### src/logic/sar_link_pkg.sv
// Package of constants and types shared by the converter and host ends
package sar_link_pkg;
	// ==========================================
	// Widths and counts
	localparam int          RESULT_W      = 8;       // Result width in bits
	localparam int          MUX_BITS      = 2;       // Assignment bits on two-channel variant
	localparam logic [3:0]  LAST_BIT_IDX  = 4'h7;    // Index of last result bit
	localparam logic [1:0]  LAST_MUX_IDX  = 2'h1;    // Index of last assignment bit
	localparam logic        START_BIT_VAL = 1'b1;    // Level that marks a start bit
	localparam logic        SGL_MODE      = 1'b1;    // Single-ended when first bit is 1
	localparam logic        DIFF_MODE     = 1'b0;    // Differential when first bit is 0
	localparam logic [7:0]  RESULT_ZERO   = 8'h00;   // Clamped result for negative input
	localparam int          MIN_CYCLE_1CH = 11;      // Least link periods per cycle, one channel
	localparam int          MIN_CYCLE_2CH = 13;      // Least link periods per cycle, two channels
	localparam logic [4:0]  HALF_DIV      = 5'h03;   // Last divider count of a serial clock half period (four host clocks)
	localparam logic [4:0]  GAP_HALVES    = 5'h02;   // Host half periods with select high

	// ==========================================
	// Converter sequencer states
	typedef enum logic [2:0] {
		DEV_IDLE   = 3'b000,   // Deselected, low power
		DEV_WAIT   = 3'b001,   // Waiting for start bit
		DEV_ADDR   = 3'b010,   // Taking assignment bits
		DEV_SETTLE = 3'b011,   // Settling period, leading zero
		DEV_MSB    = 3'b100,   // MSB-first result bits
		DEV_LSB    = 3'b101,   // LSB-first result bits
		DEV_DONE   = 3'b110    // Output held low
	} dev_state_e;

	// Host sequencer states
	typedef enum logic [2:0] {
		HST_IDLE  = 3'b000,   // Select high
		HST_START = 3'b001,   // Presenting start bit
		HST_MUX   = 3'b010,   // Presenting assignment bits
		HST_READ  = 3'b011,   // Collecting result bits
		HST_GAP   = 3'b100    // Select high between cycles
	} hst_state_e;
endpackage

### src/logic/sar_link_if.sv
// Interface carrying the four-wire serial link between host and converter
`timescale 1ns/10ps
interface sar_link_if;
	logic sclk;          // Serial clock from host
	logic sel_n;         // Active-low select from host
	logic serial_in_line; // Host to converter data
	logic dout_o;        // Converter output value
	logic dout_oe;       // Converter output enable
	logic dout_line;     // Resolved output wire, 1'b1 when released

	// Resolved wire: a released line reads high (pull-up)
	assign dout_line = dout_oe ? dout_o : 1'b1;

	modport device (input sclk, input sel_n, input serial_in_line,
		output dout_o, output dout_oe);
	modport host (output sclk, output sel_n, output serial_in_line,
		input dout_line, input dout_oe);
endinterface

### src/logic/sar_adc_seq.sv
// Converter end: serial sequencer of the successive-approximation converter
`timescale 1ns/10ps
// Overview of operation
// - Host holds select low through readout
// - Sample input on rising serial clock edges
// - First one on input is start bit
// - Two assignment bits follow start bit
// - First bit mode, second bit channel/polarity
// - Single-channel variant takes no assignment bits
// - Half-clock settling, then input ignored
// - Output released during settling, drives zero from its ending fall
// - Result bits on falling edge, MSB first
// - Conversion takes eight clock periods
// - Two-channel variant repeats result LSB first
// - Output low after last bit until deselect
// - Negative input difference gives all zeros
// - Deselected: output released, logic static
// - New assignment accepted every conversion
// - Input sampled only while output released
// - Eleven periods least per one-channel cycle
module sar_adc_seq
	import sar_link_pkg::*;
#(
	parameter bit TWO_CHANNEL = 1'b1   // 1: two-channel variant, 0: single channel
) (
	// System
	input  wire logic                          clk,
	input  wire logic                          resetn,
	input  wire logic                          clk_en,
	// Link
	sar_link_if.device                         link,
	// Analog stand-ins: digitised channel 0 and channel 1 inputs
	input  wire logic [sar_link_pkg::RESULT_W-1:0] ch0_level,
	input  wire logic [sar_link_pkg::RESULT_W-1:0] ch1_level,
	// Status to user side
	output logic                               busy,
	output logic [sar_link_pkg::RESULT_W-1:0]  last_result,
	output logic [sar_link_pkg::MUX_BITS-1:0]  mux_cfg
);
	import sar_link_pkg::*;

	// ==========================================
	// State
	typedef struct packed {
		dev_state_e        st;         // Sequencer state
		logic              sclk_d;     // Previous serial clock for edge detect
		logic [1:0]        addr_sr;    // Multiplexer address shift register
		logic [1:0]        addr_cnt;   // Assignment bits taken
		logic [3:0]        bit_cnt;    // Result bit counter
		logic [7:0]        approximation_register; // Result being built
		logic [7:0]        out_sr;     // LSB-first output shift register
		logic [7:0]        diff;       // Clamped input difference
		logic              dout;       // Output value
		logic              oe;         // Output enable
		logic [7:0]        result;     // Last finished result
	} dev_s;

	dev_s r_r;     // Registered state
	dev_s r_nxt;   // Next state

	logic rise;    // Serial clock rising edge
	logic fall;    // Serial clock falling edge
	logic [7:0] pos_v;  // Selected positive input
	logic [7:0] neg_v;  // Selected negative input

	// Edge detect on the host-made serial clock
	assign rise = link.sclk & ~r_r.sclk_d;
	assign fall = ~link.sclk & r_r.sclk_d;

	// Input pair from assignment; mode bit sits in addr_sr[1]
	always_comb begin
		pos_v = ch0_level;
		neg_v = ch1_level;
		if (TWO_CHANNEL && r_r.addr_sr[1] == SGL_MODE) begin
			pos_v = r_r.addr_sr[0] ? ch1_level : ch0_level;
			neg_v = RESULT_ZERO;
		end else if (TWO_CHANNEL && r_r.addr_sr[0]) begin
			pos_v = ch1_level;
			neg_v = ch0_level;
		end
	end

	// ==========================================
	// Next-state logic
	always_comb begin
		r_nxt = r_r;
		r_nxt.sclk_d = link.sclk;
		if (link.sel_n) begin
			// Abort and clear state, counters, address, shift and output registers while deselected
			r_nxt.st       = DEV_IDLE;
			r_nxt.addr_sr  = 2'h0;
			r_nxt.addr_cnt = 2'h0;
			r_nxt.bit_cnt  = 4'h0;
			r_nxt.out_sr   = 8'h00;
			r_nxt.oe       = 1'b0;
			r_nxt.dout     = 1'b0;
		end else begin
			unique case (r_r.st)
				DEV_IDLE: begin
					r_nxt.st = DEV_WAIT;
				end
				DEV_WAIT: begin
					// Leading zeros are dropped until a one arrives
					if (rise && link.serial_in_line == START_BIT_VAL) begin
						r_nxt.addr_cnt = 2'h0;
						r_nxt.st = TWO_CHANNEL ? DEV_ADDR : DEV_SETTLE;
					end
				end
				DEV_ADDR: begin
					// Shift in the fresh assignment of this conversion
					if (rise) begin
						r_nxt.addr_sr  = {r_r.addr_sr[0], link.serial_in_line};
						r_nxt.addr_cnt = r_r.addr_cnt + 2'h1;
						if (r_r.addr_cnt == LAST_MUX_IDX) begin
							r_nxt.st = DEV_SETTLE;
						end
					end
				end
				DEV_SETTLE: begin
					// Half period later the output leaves high impedance with a zero
					if (fall) begin
						r_nxt.oe   = 1'b1;
						r_nxt.dout = 1'b0;
						r_nxt.diff = (pos_v < neg_v) ? RESULT_ZERO : pos_v - neg_v;
						r_nxt.approximation_register = 8'h00;
						r_nxt.bit_cnt = 4'h0;
						r_nxt.st = DEV_MSB;
					end
				end
				DEV_MSB: begin
					// One comparison per period, driven on the falling edge
					if (fall) begin
						r_nxt.dout = r_r.diff[3'(LAST_BIT_IDX - r_r.bit_cnt)];
						r_nxt.approximation_register =
							{r_r.approximation_register[6:0],
							 r_r.diff[3'(LAST_BIT_IDX - r_r.bit_cnt)]};
						r_nxt.bit_cnt = r_r.bit_cnt + 4'h1;
						if (r_r.bit_cnt == LAST_BIT_IDX) begin
							r_nxt.result = r_r.diff;
							r_nxt.out_sr = {1'b0, r_r.diff[7:1]};
							r_nxt.bit_cnt = 4'h0;
							r_nxt.st = TWO_CHANNEL ? DEV_LSB : DEV_DONE;
						end
					end
				end
				DEV_LSB: begin
					// Bit 0 already went out last period; continue from bit 1
					if (fall) begin
						r_nxt.dout   = r_r.out_sr[0];
						r_nxt.out_sr = {1'b0, r_r.out_sr[7:1]};
						r_nxt.bit_cnt = r_r.bit_cnt + 4'h1;
						if (r_r.bit_cnt == 4'(LAST_BIT_IDX - 4'h1)) begin
							r_nxt.st = DEV_DONE;
						end
					end
				end
				DEV_DONE: begin
					// Hold low until deselected
					if (fall) begin
						r_nxt.dout = 1'b0;
					end
				end
				default: begin
					r_nxt.st = DEV_IDLE;
				end
			endcase
		end
	end

	// State register with clock enable
	always_ff @(posedge clk or negedge resetn) begin
		if (!resetn) begin
			r_r <= '{st: DEV_IDLE, default: '0};
		end else if (clk_en) begin
			r_r <= r_nxt;
		end
	end

	// ==========================================
	// Outputs
	assign link.dout_o  = r_r.dout;
	assign link.dout_oe = r_r.oe;
	assign busy         = (r_r.st != DEV_IDLE) && (r_r.st != DEV_WAIT);
	assign last_result  = r_r.result;
	assign mux_cfg      = r_r.addr_sr;
endmodule

### src/flat_wrapper.sv
// flat-port wrapper written by rule: the top's interface ports become plain ports
module sar_adc_seq_flat import sar_link_pkg::*;
#(
	parameter bit TWO_CHANNEL = 1'b1                                               
)
  (clk, resetn, clk_en, ch0_level, ch1_level, busy, last_result, mux_cfg, link_sclk, link_sel_n, link_serial_in_line, link_dout_o, link_dout_oe);
  sar_link_if link_i ();
  input  wire logic clk;
  input  wire logic resetn;
  input  wire logic clk_en;
  input  wire logic [sar_link_pkg::RESULT_W-1:0] ch0_level;
  input  wire logic [sar_link_pkg::RESULT_W-1:0] ch1_level;
  output logic busy;
  output logic [sar_link_pkg::RESULT_W-1:0] last_result;
  output logic [sar_link_pkg::MUX_BITS-1:0] mux_cfg;
  input wire logic [$bits(link_i.sclk)-1:0] link_sclk;
  input wire logic [$bits(link_i.sel_n)-1:0] link_sel_n;
  input wire logic [$bits(link_i.serial_in_line)-1:0] link_serial_in_line;
  output wire logic [$bits(link_i.dout_o)-1:0] link_dout_o;
  output wire logic [$bits(link_i.dout_oe)-1:0] link_dout_oe;
  assign link_i.sclk = link_sclk;
  assign link_i.sel_n = link_sel_n;
  assign link_i.serial_in_line = link_serial_in_line;
  assign link_dout_o = link_i.dout_o;
  assign link_dout_oe = link_i.dout_oe;
  sar_adc_seq #(.TWO_CHANNEL(TWO_CHANNEL)) u_core (.clk(clk), .resetn(resetn), .clk_en(clk_en), .link(link_i), .ch0_level(ch0_level), .ch1_level(ch1_level), .busy(busy), .last_result(last_result), .mux_cfg(mux_cfg));
endmodule
### config.mk
export PLATFORM = sky130hd
export DESIGN_NAME = sar_adc_seq_flat
export DESIGN_NICKNAME = d
export VERILOG_FILES = /design/src/logic/sar_link_pkg.sv /design/src/logic/sar_link_if.sv /design/src/logic/sar_adc_seq.sv /design/src/flat_wrapper.sv
export SDC_FILE = /design/constraint.sdc
export NUM_CORES = 1
export LEC_CHECK = 0
export ABC_CLOCK_PERIOD_IN_PS = 3100
export BUFFER_PORTS_ARGS = -buffer_cell sky130_fd_sc_hd__buf_2
export CAP_MARGIN = 25
export CORE_MARGIN = 4
export CORE_UTILIZATION = 25
export CTS_CLUSTER_DIAMETER = 50
export CTS_CLUSTER_SIZE = 12
export DETAILED_ROUTE_END_ITERATION = 7
export SYNTH_ARGS = -nofsm -noshare
export SYNTH_HDL_FRONTEND = slang
export SYNTH_SLANG_ARGS = --single-unit
### constraint.sdc
create_clock -name clk -period 3.1 [get_ports clk]
set_clock_uncertainty 0.1 [all_clocks]
set_input_delay 0.62 -clock clk [delete_from_list [all_inputs] [get_ports clk]]
set_output_delay 0.62 -clock clk [all_outputs]
set_load 0.1 [all_outputs]
==> impl_results.md, run 1 <==
- Die Y: 109 um
- Kind of start point of the critical path: flip-flop
- Critical path endpoint category: flip-flop
- Dominant cells by area after synthesis: dfrtp_1, mux2_2, ha_1, mux2i_1, o21ai_0
- Synth Area in Compound Gates: 17.1%
- ANT cells: 0
- CTS clk-pin slew, worst paths: 0.07 ns
- Synth cell count leaders: dfrtp_1, nand2_1, o21ai_0
- Synth warnings: 0
- Max-cap violations: 0
- Top Ports: 35
- Leakage: 1.27 nW
- H-tree Lvls: 2
- Initial antenna violation count: 0
- Area grow syn2layout: 12.3%
- Clk_lat worst skew: about 0.29 ns
- Die area: 0.0119 mm2
- Detailed router's first-iteration violation count: 84
- CP required: around 3.2 ns
- Post-synth EDFFs: 0
- Largest family of logic cells by synthesized area: compound AO/OA/AOI/OAI gates
- Part of the power in registers: 40.1%
- Synth Flop Type: dfrtp_1
- Initial Utilization: 25.9%
- Most frequent cell after synthesis: dfrtp_1
- Final worst slack: 0.428 ns
- Sw frac: 38.6%
- Final Hold Vio Count: 0
- First-pass GRT wire length: 8910 um
- Vias per inst: about 4.5
- FF/Latch Area: 926 um2
- CTS-repair resized insts: 0
- Final-report setup violation count: 0
- Clock sinks: 37
- Part of the power in the clock network: roughly a quarter
- Crit path DAT: about 2.8 ns
- Final ANT Viol Nets: 0
- WL per Instance: 12.4 um
- #FFs+latches synth: 37
- Final WL: 5190 um
- Hold Path Class: in -> async
- Seq/Total Area, Yosys: between 30% and 40%
- Area of the multi-input gates: 0.00144 mm2
- Min Tclk post-route: about 2.7 ns
- Dpl ws: 0.312 ns
- Pin count of the biggest net entering global routing: 38
- DRC Markers: 0
- Via count: 1899
- Asr flop ratio synth: 100%
- Fillers: 1030
- Simple logic cell fraction of the synthesized area: 16.7%
- Cell row count: 36
- Synth Area in XOR/XNOR: 1.03%
- Post-Synthesis Cell Area: 0.00255 mm2
- Unrepaired setup endpoints after global routing: no
- CTS Hold Buffers Added: 0
- GR Overflow Total: 0
- Pwr Density: 526 mW/mm2
- Layout Nets: approximately 320
- Vias in the first global route: 1854
- Tcrit/Tclk final: 86.2%
- CTS tree: built
- PortBufs: 34
- Max frequency: around 0.37 GHz
- Clk buf depth: 2
- R2r setup slk: 0.43 ns
- Slew at the pin closest to its max-slew limit: between 0.8 and 0.9 ns
- Slew HR: between 40% and 50%
- Finished Cell Area: 0.00287 mm2
- Largest area contributor in the netlist: dfrtp_1
- TNS Setup: 0 ns
- Synth unique cells: 48
- Global-route usage over all layers: a little under a tenth
- Drt first pass iters: 4
- Die W: 109 um
- Gate power share: 34.8%
- Syn avg cell area: 9.79 um2
- Critical path type: reg -> reg
- Max Slew Vio Count: 0
- CTS buffer count: 5
- Net Sw Power: ~0.00058 W
- CTS root buf: clkbuf_8
- Post-Synth Adder-Cell Area: 6.66%
- Cells after synthesis: between 200 and 300
- GPL Wtd Cong: 0.789
- Placed instance area: approximately 0.0028 mm2
- Outcome: finished clean
- Synth top area share: 36.2%
- Mux share of post-synthesis cell area: between 10 and 15%
- Share of layout cells above drive strength 1: 29.8%
- Internal power: ~0.0009 W
- Core Box Area: 0.00986 mm2
- # Post-CTS Setup Buffers: 0
- Critical Path Fanout Max: 10
- Detailed placement HPWL: 4030 um
- Synthesized net count: 296
- Maximum VDD drop: about 160 uV
-- worst paths after layout --
| kind | from | endpoint | cells past startpoint |
|---|---|---|---|
| worst max-delay path | u_core.mux_cfg[0] | u_core.r_r[15] | 10 |
| worst min register to register | u_core.r_r[19] | u_core.r_r[19] | 2 |
| max in group asynchronous | resetn | u_core.last_result[4] | 1 |
| min in group clk | u_core.r_r[19] | u_core.r_r[19] | 2 |
| worst min-delay path | resetn | u_core.r_r[42] | 1 |
| worst max register to register | u_core.mux_cfg[0] | u_core.r_r[15] | 10 |
-- state kept, by name (all words and copies together) (netlist names) --
signal	flops
u_core.last_result	8
u_core.mux_cfg	2
u_core.link.dout_oe	1
u_core.link.dout_o	1
u_core.r_r	25
-- power by group through the flow --
stage | clock network (W) | registers (W) | logic (W)
floorplan | 0 | 0.000588 | 0.000468
global placement | 0 | 0.000614 | 0.000520
detailed placement | 0 | 0.000614 | 0.000526
CTS | 0.000397 | 0.000606 | 0.000529
global route | 0.000419 | 0.000619 | 0.000581
finish | 0.000379 | 0.000606 | 0.000525
-- per-layer routing --
layer,global-route usage (%),up-vias,wire length [um]
li1,-,967,-
met1,12.6,894,2490
met2,14.8,32,2430
met3,2.55,6,207
met4,2.61,0,62
met5,0,-,0
-- metrics by stage --
| step | hold WS, ns | total power (W) | utilization [%] | cells |
|---|---|---|---|---|
| 2_1_floorplan | 0.224 | 0.00106 | - | 261 |
| 3_3_place_gp | 0.367 | 0.00113 | 28.0 | 409 |
| 3_5_place_dp | 0.373 | 0.00114 | 28.0 | 410 |
| 4_1_cts | 0.359 | 0.00153 | 29.1 | 418 |
| 5_1_grt | 0.395 | 0.00162 | 29.1 | 418 |
| 6_report | 0.313 | 0.00151 | 29.1 | 418 |
-- critical path: stages, from the launching register on --
cell and delay [ns]:
dfrtp_1 0.44, buf_4 0.23, mux2i_1 0.18, or2_2 0.13, inv_1 0.05, fa_1 0.40
nor2b_1 0.16, o22ai_1 0.14, o21ba_2 0.26, or2_1 0.26, o31ai_2 0.24
-- cell families (layout without fill, tap and decap cells) --
family | count (synthesis) | after routing
simple gates | 79 | 79
compound gates | 64 | 64
flops | 37 | 37
mux | 33 | 33
buf+inv | 32 | 56
fa+ha+maj | 13 | 13
xor+xnor | 3 | 3
-- placed cells by master, fill, tap and decap left out, types with 2 or more instances in the layout --
cell / count
buf_4: 2
mux2i_1: 11
or4_1: 2
mux4_2: 2
nor2b_1: 4
inv_1: 11
a21o_1: 3
buf_2: 35
o22ai_1: 2
clkbuf_8: 7
nor3_1: 3
nand3b_1: 3
dfrtp_1: 37
mux2_2: 20
nor2_1: 11
o21a_1: 3
and2b_1: 2
nand2b_1: 7
o31ai_1: 4
a22oi_1: 6
o21ai_0: 21
nand3_1: 3
xor2_1: 2
a211oi_1: 3
a21oi_1: 12
nand2_1: 27
o41ai_1: 2
ha_1: 12
or2_2: 9
-- layout make-up --
type / count / share of cell area [%]
Clock buffer: 7 / 3.36
Sequential cell: 37 / 32.3
Inverter: 11 / 1.44
Multi-Input combinational cell: 192 / 50.2
Tap cell: 133 / 5.80
Timing Repair Buffer: 37 / 6.63
Clock inverter: 1 / 0.305
No activity file was read; power rests on OpenSTA's default activity.
==> run 2: changes to the inputs <==
Settings changed: ABC_CLOCK_PERIOD_IN_PS 3100 to 3460, CORE_ASPECT_RATIO set to 0.75.
Clock period 3.1 ns to 3.46 ns, I/O delays scaled along.
==> run 2 against run 1 <==
Core utilization rose by 0.96 points. Final cell count is 0.48% lower. Clock power is 54% higher. Combinational power decreased by 9.9%. Worst setup slack better by 0.24 ns. Maximum frequency shrank 4.1%. First-iteration DRC count grew 56%. Flip-flop and latch count unchanged. Non-clock buffer count decreased by 1. Worst hold slack better by 0.070 ns. Global-route usage grew 0.38 points. Wire length increased by 6.1%. Critical path type unchanged. Critical endpoint unchanged. Largest power group is now clock.
==> impl_results.md, run 2 (same netlist as run 1, synthesis figures left out) <==
- CTS Hold Buffers Added: 0 (unchanged)
- Number of cells on the worst reg-to-reg path: 8 (was 10)
- TNS Setup: 0 ns (unchanged)
- H-tree Lvls: 2 (unchanged)
- Max reg flops: 25 (unchanged)
- Worst path max stage delay: 0.52 ns (was 0.44 ns)
- Slew at the pin closest to its max-slew limit: 0.831 ns (was 0.803 ns)
- Critical path endpoint category: flip-flop (unchanged)
- Critical Path Fanout Max: 12 (was 10)
- Sw frac: 33.9% (was 38.6%)
- Share of layout cells above drive strength 1: 29.6% (was 29.8%)
- R2r setup slk: 0.67 ns (was 0.43 ns)
- Die W: 125 um (was 109 um)
- Reg with most FFs: u_core.r_r (unchanged)
- Slowest stage cell, crit path: dfrtp_1 (unchanged)
- Pwr Density: 543 mW/mm2 (was 526 mW/mm2)
- Crit path DAT: 2.88 ns (was 2.78 ns)
- Area of the multi-input gates: 0.00144 mm2 (unchanged)
- GPL Wtd Cong: 0.813 (was 0.789)
- Gate power share: 29.6% (was 34.8%)
- First-pass GRT wire length: 9480 um (was 8910 um)
- Die area: 0.0119 mm2 (about the same)
- Tcrit/Tclk final: 80.6% (was 86.2%)
- Max frequency: 0.359 GHz (was 0.374 GHz)
- WL per Instance: 13.2 um (was 12.4 um)
- Commonest cells after routing, fill and taps aside: dfrtp_1, buf_2, nand2_1 (unchanged)
- Worst hold path cell count: 2
- Final WL: 5500 um (was 5190 um)
- Met2 WL: 2360 um (was 2430 um)
- Initial antenna violation count: 0 (unchanged)
- Pin count of the biggest net entering global routing: 38 (unchanged)
- CTS tree: built (unchanged)
- Unrepaired setup endpoints after global routing: no (unchanged)
- Met1 WL: 2840 um (was 2490 um)
- Final Hold Vio Count: 0 (unchanged)
- Hold Path Class: reg -> reg (was in -> async)
- Final-report setup violation count: 0 (unchanged)
- Clock sinks: 37 (unchanged)
- Min Tclk post-route: 2.79 ns (was 2.67 ns)
- Part of the power in registers: 34.1% (was 40.1%)
- Outcome: finished clean (unchanged)
- Finished Cell Area: 0.00295 mm2 (was 0.00287 mm2)
- DRC Markers: 0 (unchanged)
- Slew HR: 44.6% (was 46.5%)
- # Post-CTS Setup Buffers: 0 (unchanged)
- Net Sw Power: 0.000542 W (was 0.000583 W)
- Area grow syn2layout: 15.4% (was 12.3%)
- Core Box Area: 0.00981 mm2 (was 0.00986 mm2)
- Max-cap violations: 0 (unchanged)
- Layout Nets: 318 (was 319)
- Detailed placement HPWL: 4260 um (was 4030 um)
- CTS root buf: clkbuf_16 (was clkbuf_8)
- FF/Latch Area: 926 um2 (unchanged)
- Vias in the first global route: 1924 (was 1854)
- Internal power: 0.00106 W (was 0.000927 W)
- PortBufs: 34 (unchanged)
- Commonest non-fill, non-tap cell in the layout: dfrtp_1 (unchanged)
- Drt first pass iters: 5 (was 4)
- CTS buffer count: 5 (unchanged)
- Initial Utilization: 26.0% (was 25.9%)
- Highest metal used: met4 (unchanged)
- Via count: 1961 (was 1899)
- Kind of start point of the critical path: flip-flop (unchanged)
- Clk buf depth: 2 (unchanged)
- Critical path type: reg -> reg (unchanged)
- CTS-repair resized insts: 0 (unchanged)
- ANT cells: 0 (unchanged)
- Detailed router's first-iteration violation count: 131 (was 84)
- Routed met3 length: 252 um (was 207 um)
- Cell row count: 31 (was 36)
- Global-route usage over all layers: 9.76% (was 9.38%)
- CTS clk-pin slew, worst paths: 0.06 ns (was 0.07 ns)
- CP required: 3.55 ns (was 3.20 ns)
- Leakage: 1.31 nW (was 1.27 nW)
- Vias per inst: 4.71 (was 4.54)
- Final ANT Viol Nets: 0 (unchanged)
- Clk_lat worst skew: 0.28 ns (was 0.29 ns)
- Top Ports: 35 (unchanged)
- CP Cell Sequence: buf_4 > mux2_2 > ha_1 > nor2b_1 > o22ai_1 > o21ba_2 > or2_1 > o31ai_2 (was buf_4 > mux2i_1 > or2_2 > inv_1 > fa_1 > nor2b_1 > o22ai_1 > o21ba_2 > or2_1 > o31ai_2)
- Maximum VDD drop: 244 uV (was 158 uV)
- Fillers: 1011 (was 1030)
- Max Slew Vio Count: 0 (unchanged)
- Placed instance area: 0.00276 mm2 (was 0.00277 mm2)
- GR Overflow Total: 0 (unchanged)
- Die Y: 95.6 um (was 109 um)
- Part of the power in the clock network: 36.3% (was 25.1%)
[run 2: cell types whose count changed in the layout (fill, tap and decap cells not counted)]
| cell | delta |
|---|---|
| clkbuf_16 | +5 |
| clkinv_2 | +1 |
| inv_6 | -1 |
| clkbuf_8 | -7 |
| buf_2 | -1 |
| bufinv_16 | +2 |
[run 2: metal layers]
metal | vias to the layer above | global-route usage, %
met5 | - | 0
met1 | 938 | 13.8
met4 | 0 | 2.46
met3 | 5 | 2.46
li1 | 972 | -
met2 | 46 | 15.0
[run 2: power groups by stage]
stage	logic, W	registers (W)	clock network (W)
after detailed placement	0.000472	0.000550	0
final	0.000473	0.000545	0.000582
after floorplan	0.000419	0.000527	0
after CTS	0.000475	0.000543	0.000600
after global placement	0.000466	0.000550	0
after global routing	0.000529	0.000558	0.000619
[run 2: final timing paths]
| check | start | end |
|---|---|---|
| max in group asynchronous | resetn | u_core.r_r[21] |
| min in group asynchronous | resetn | u_core.link.dout_oe |
| worst max register to register | u_core.mux_cfg[0] | u_core.r_r[15] |
| worst max-delay path | u_core.mux_cfg[0] | u_core.r_r[15] |
| worst min-delay path | u_core.r_r[22] | u_core.r_r[22] |
| worst min register to register | u_core.r_r[22] | u_core.r_r[22] |
[run 2: layout make-up]
type,count,share of cell area [%]
clock buffers,5,4.24
clock inverters,3,2.21
inverters,11,1.40
multi-input cells,192,48.9
flip-flops and latches,37,31.4
well taps,132,5.60
repair buffers,36,6.28
[run 2: per-stage QoR]
stage | setup WS [ns] | total power [W] | hold WS [ns] | instances | util (%)
after floorplan | 0.494 | 0.000946 | 0.296 | 261 | -
after global placement | 0.646 | 0.00102 | 0.362 | 407 | 28.0
after detailed placement | 0.595 | 0.00102 | 0.370 | 408 | 28.1
after CTS | 0.657 | 0.00162 | 0.384 | 416 | 30.1
after global routing | 0.468 | 0.00171 | 0.417 | 416 | 30.1
final | 0.672 | 0.00160 | 0.382 | 416 | 30.1
[run 2: critical path: cells and delay by family (launching register included)]
kind	cells	cell delay [ns]
buffers and inverters	1	0.28
flip-flops	1	0.52
AO/OA/AOI/OAI	3	0.65
multiplexers	1	0.36
AND/OR/NAND/NOR	2	0.45
adder cells (fa/ha/maj)	1	0.33
==> run 3: changes to the inputs <==
Settings changed: ABC_CLOCK_PERIOD_IN_PS 3460 to 2700.
Clock period 3.46 ns to 2.7 ns, I/O delays scaled along.
==> run 3 against run 2 <==
Critical path depth grew 1. Largest cell class unchanged. Worst setup slack lost 0.51 ns. Wire length grew 0.49%. Core utilization grew 0.51 points. Largest power group is now registers. Count of clock-buffer cells in the layout is the same.
==> impl_results.md, run 3 (same netlist as run 1, synthesis figures left out) <==
- Hold_ws: 0.261 ns (was 0.382 ns)
- Top Ports: 35 (unchanged)
- Drt first pass iters: 5 (unchanged)
- TNS Setup: 0 ns (unchanged)
- Outcome: finished clean (unchanged)
- Hold Path Class: in -> async (was reg -> reg)
- Area grow syn2layout: 17.4% (was 15.4%)
- Vias in the first global route: 1884 (was 1924)
- Fillers: 1025 (was 1011)
- Maximum VDD drop: 278 uV (was 244 uV)
- Critical Path Start: u_core.mux_cfg[0] (unchanged)
- Commonest cells after routing, fill and taps aside: dfrtp_1, buf_2, nand2_1 (unchanged)
- Clock sinks: 37 (unchanged)
- Clk_lat worst skew: 0.28 ns (about the same)
- Slew at the pin closest to its max-slew limit: 0.836 ns (was 0.831 ns)
- CP required: 2.79 ns (was 3.55 ns)
- Cell row count: 31 (unchanged)
- Critical path endpoint category: flip-flop (unchanged)
- Pwr Density: 663 mW/mm2 (was 543 mW/mm2)
- Buf/Inv on CP: 1 (unchanged)
- Leakage: 1.32 nW (was 1.31 nW)
- First-pass GRT wire length: 9530 um (was 9480 um)
- WL per Instance: 13.1 um (was 13.2 um)
- GPL Wtd Cong: 0.784 (was 0.813)
- Dpl ws: 0.0378 ns (was 0.595 ns)
- DRC Markers: 0 (unchanged)
- Slew HR: 44.2% (was 44.6%)
- R2r setup slk: 0.16 ns (was 0.67 ns)
- CTS clk-pin slew, worst paths: 0.06 ns (about the same)
- Commonest non-fill, non-tap cell in the layout: dfrtp_1 (unchanged)
- Crit path DAT: 2.63 ns (was 2.88 ns)
- Critical path type: reg -> reg (unchanged)
- Via count: 1926 (was 1961)
- Final ANT Viol Nets: 0 (unchanged)
- Max-cap violations: 0 (unchanged)
- GR Overflow Total: 0 (unchanged)
- ANT cells: 0 (unchanged)
- FF-to-FF Start: u_core.mux_cfg[0] (unchanged)
- Global-route usage over all layers: 9.92% (was 9.76%)
- Number of cells on the worst reg-to-reg path: 9 (was 8)
- Largest delay share family, worst path: compound AO/OA/AOI/OAI gates (unchanged)
- CTS root buf: clkbuf_16 (unchanged)
- RR Endpoint: u_core.r_r[15] (unchanged)
- Initial Utilization: 26.0% (unchanged)
- Max Slew Vio Count: 0 (unchanged)
- Worst path max stage delay: 0.46 ns (was 0.52 ns)
- Clk buf depth: 2 (unchanged)
- Die area: 0.0119 mm2 (unchanged)
- Final worst slack: 0.158 ns (was 0.672 ns)
- Pin count of the biggest net entering global routing: 38 (unchanged)
- Final Hold Vio Count: 0 (unchanged)
- Final-report setup violation count: 0 (unchanged)
- Final total power: 0.00199 W (was 0.00160 W)
- Max frequency: 0.393 GHz (was 0.359 GHz)
- Detailed placement HPWL: 4320 um (was 4260 um)
- Detailed router's first-iteration violation count: 108 (was 131)
- CTS buffer count: 5 (unchanged)
- Slowest stage cell, crit path: dfrtp_2 (was dfrtp_1)
- Layout Nets: 323 (was 318)
- CP Cell Sequence: buf_12 > mux2i_1 > or2_2 > ha_2 > a21oi_1 > o21ai_0 > o21ba_2 > or2_1 > o31ai_2 (was buf_4 > mux2_2 > ha_1 > nor2b_1 > o22ai_1 > o21ba_2 > or2_1 > o31ai_2)
- CTS tree: built (unchanged)
- Core Box Area: 0.00981 mm2 (unchanged)
- Die W: 125 um (unchanged)
- Reg with most FFs: u_core.r_r (unchanged)
- Share of layout cells above drive strength 1: 32.5% (was 29.6%)
- H-tree Lvls: 2 (unchanged)
- Min Tclk post-route: 2.54 ns (was 2.79 ns)
- Tcrit/Tclk final: 94.2% (was 80.6%)
- Critical Path Fanout Max: 13 (was 12)
- Initial antenna violation count: 0 (unchanged)
- Die Y: 95.6 um (unchanged)
- PortBufs: 34 (unchanged)
- Max reg flops: 25 (unchanged)
- Kind of start point of the critical path: flip-flop (unchanged)
- Unrepaired setup endpoints after global routing: no (unchanged)
- Final WL: 5530 um (was 5500 um)
- Vias per inst: 4.57 (was 4.71)
run 3: power by group:
part | switching, W | internal, W | leakage [nW]
clock network | 0.000230 | 0.000437 | 0.0800
logic | 0.000386 | 0.000237 | 0.731
registers | 0.0000950 | 0.000604 | 0.507
run 3: worst register-to-register path, stage by stage (launching register included):
cell	delay, ns
dfrtp_2	0.46
buf_12	0.17
mux2i_1	0.11
or2_2	0.27
ha_2	0.40
a21oi_1	0.10
o21ai_0	0.16
o21ba_2	0.21
or2_1	0.26
o31ai_2	0.24
run 3: metal layers:
layer,GRT usage (%),share of wire (%),vias to the layer above
met5,0,0,-
met4,2.19,0.92,0
met3,2.80,5.4,8
met2,13.4,39,50
met1,15.3,55,893
li1,-,-,975
run 3: metrics by stage:
step           cells  util, %  instance area, um2
6_report         421     30.6                3000
5_1_grt          421     30.6                3000
4_1_cts          420     30.3                2970
3_5_place_dp     412     28.5                2800
3_3_place_gp     411     28.5                2790
2_1_floorplan    261        -                2560
run 3: final cells by class:
cell class	instances	area (um2)	share of cell area (%)
multi-input combinational	192	1460	48.7
sequential	37	927	30.9
timing repair buffer	41	233	7.76
tap	132	165	5.51
clock buffer	5	125	4.17
clock inverter	3	46.3	1.54
inverter	11	41.3	1.38
run 3: worst max-delay path by stage:
stage	to	cells after the start	slack, ns
2_1_floorplan	u_core.r_r[15]	11	0.03
3_3_place_gp	u_core.r_r[15]	10	0.07
3_5_place_dp	u_core.r_r[15]	10	0.04
4_1_cts	u_core.r_r[15]	9	0.07
5_1_grt	u_core.r_r[15]	9	0.009
6_report	u_core.r_r[15]	9	0.16
run 3: timing repair:
| item | CTS | global route |
|---|---|---|
| setup endpoints to repair | 0 | 5 |
| hold buffers | 0 | 0 |
| resized for setup | 0 | 5 |
| setup buffers | 0 | 1 |
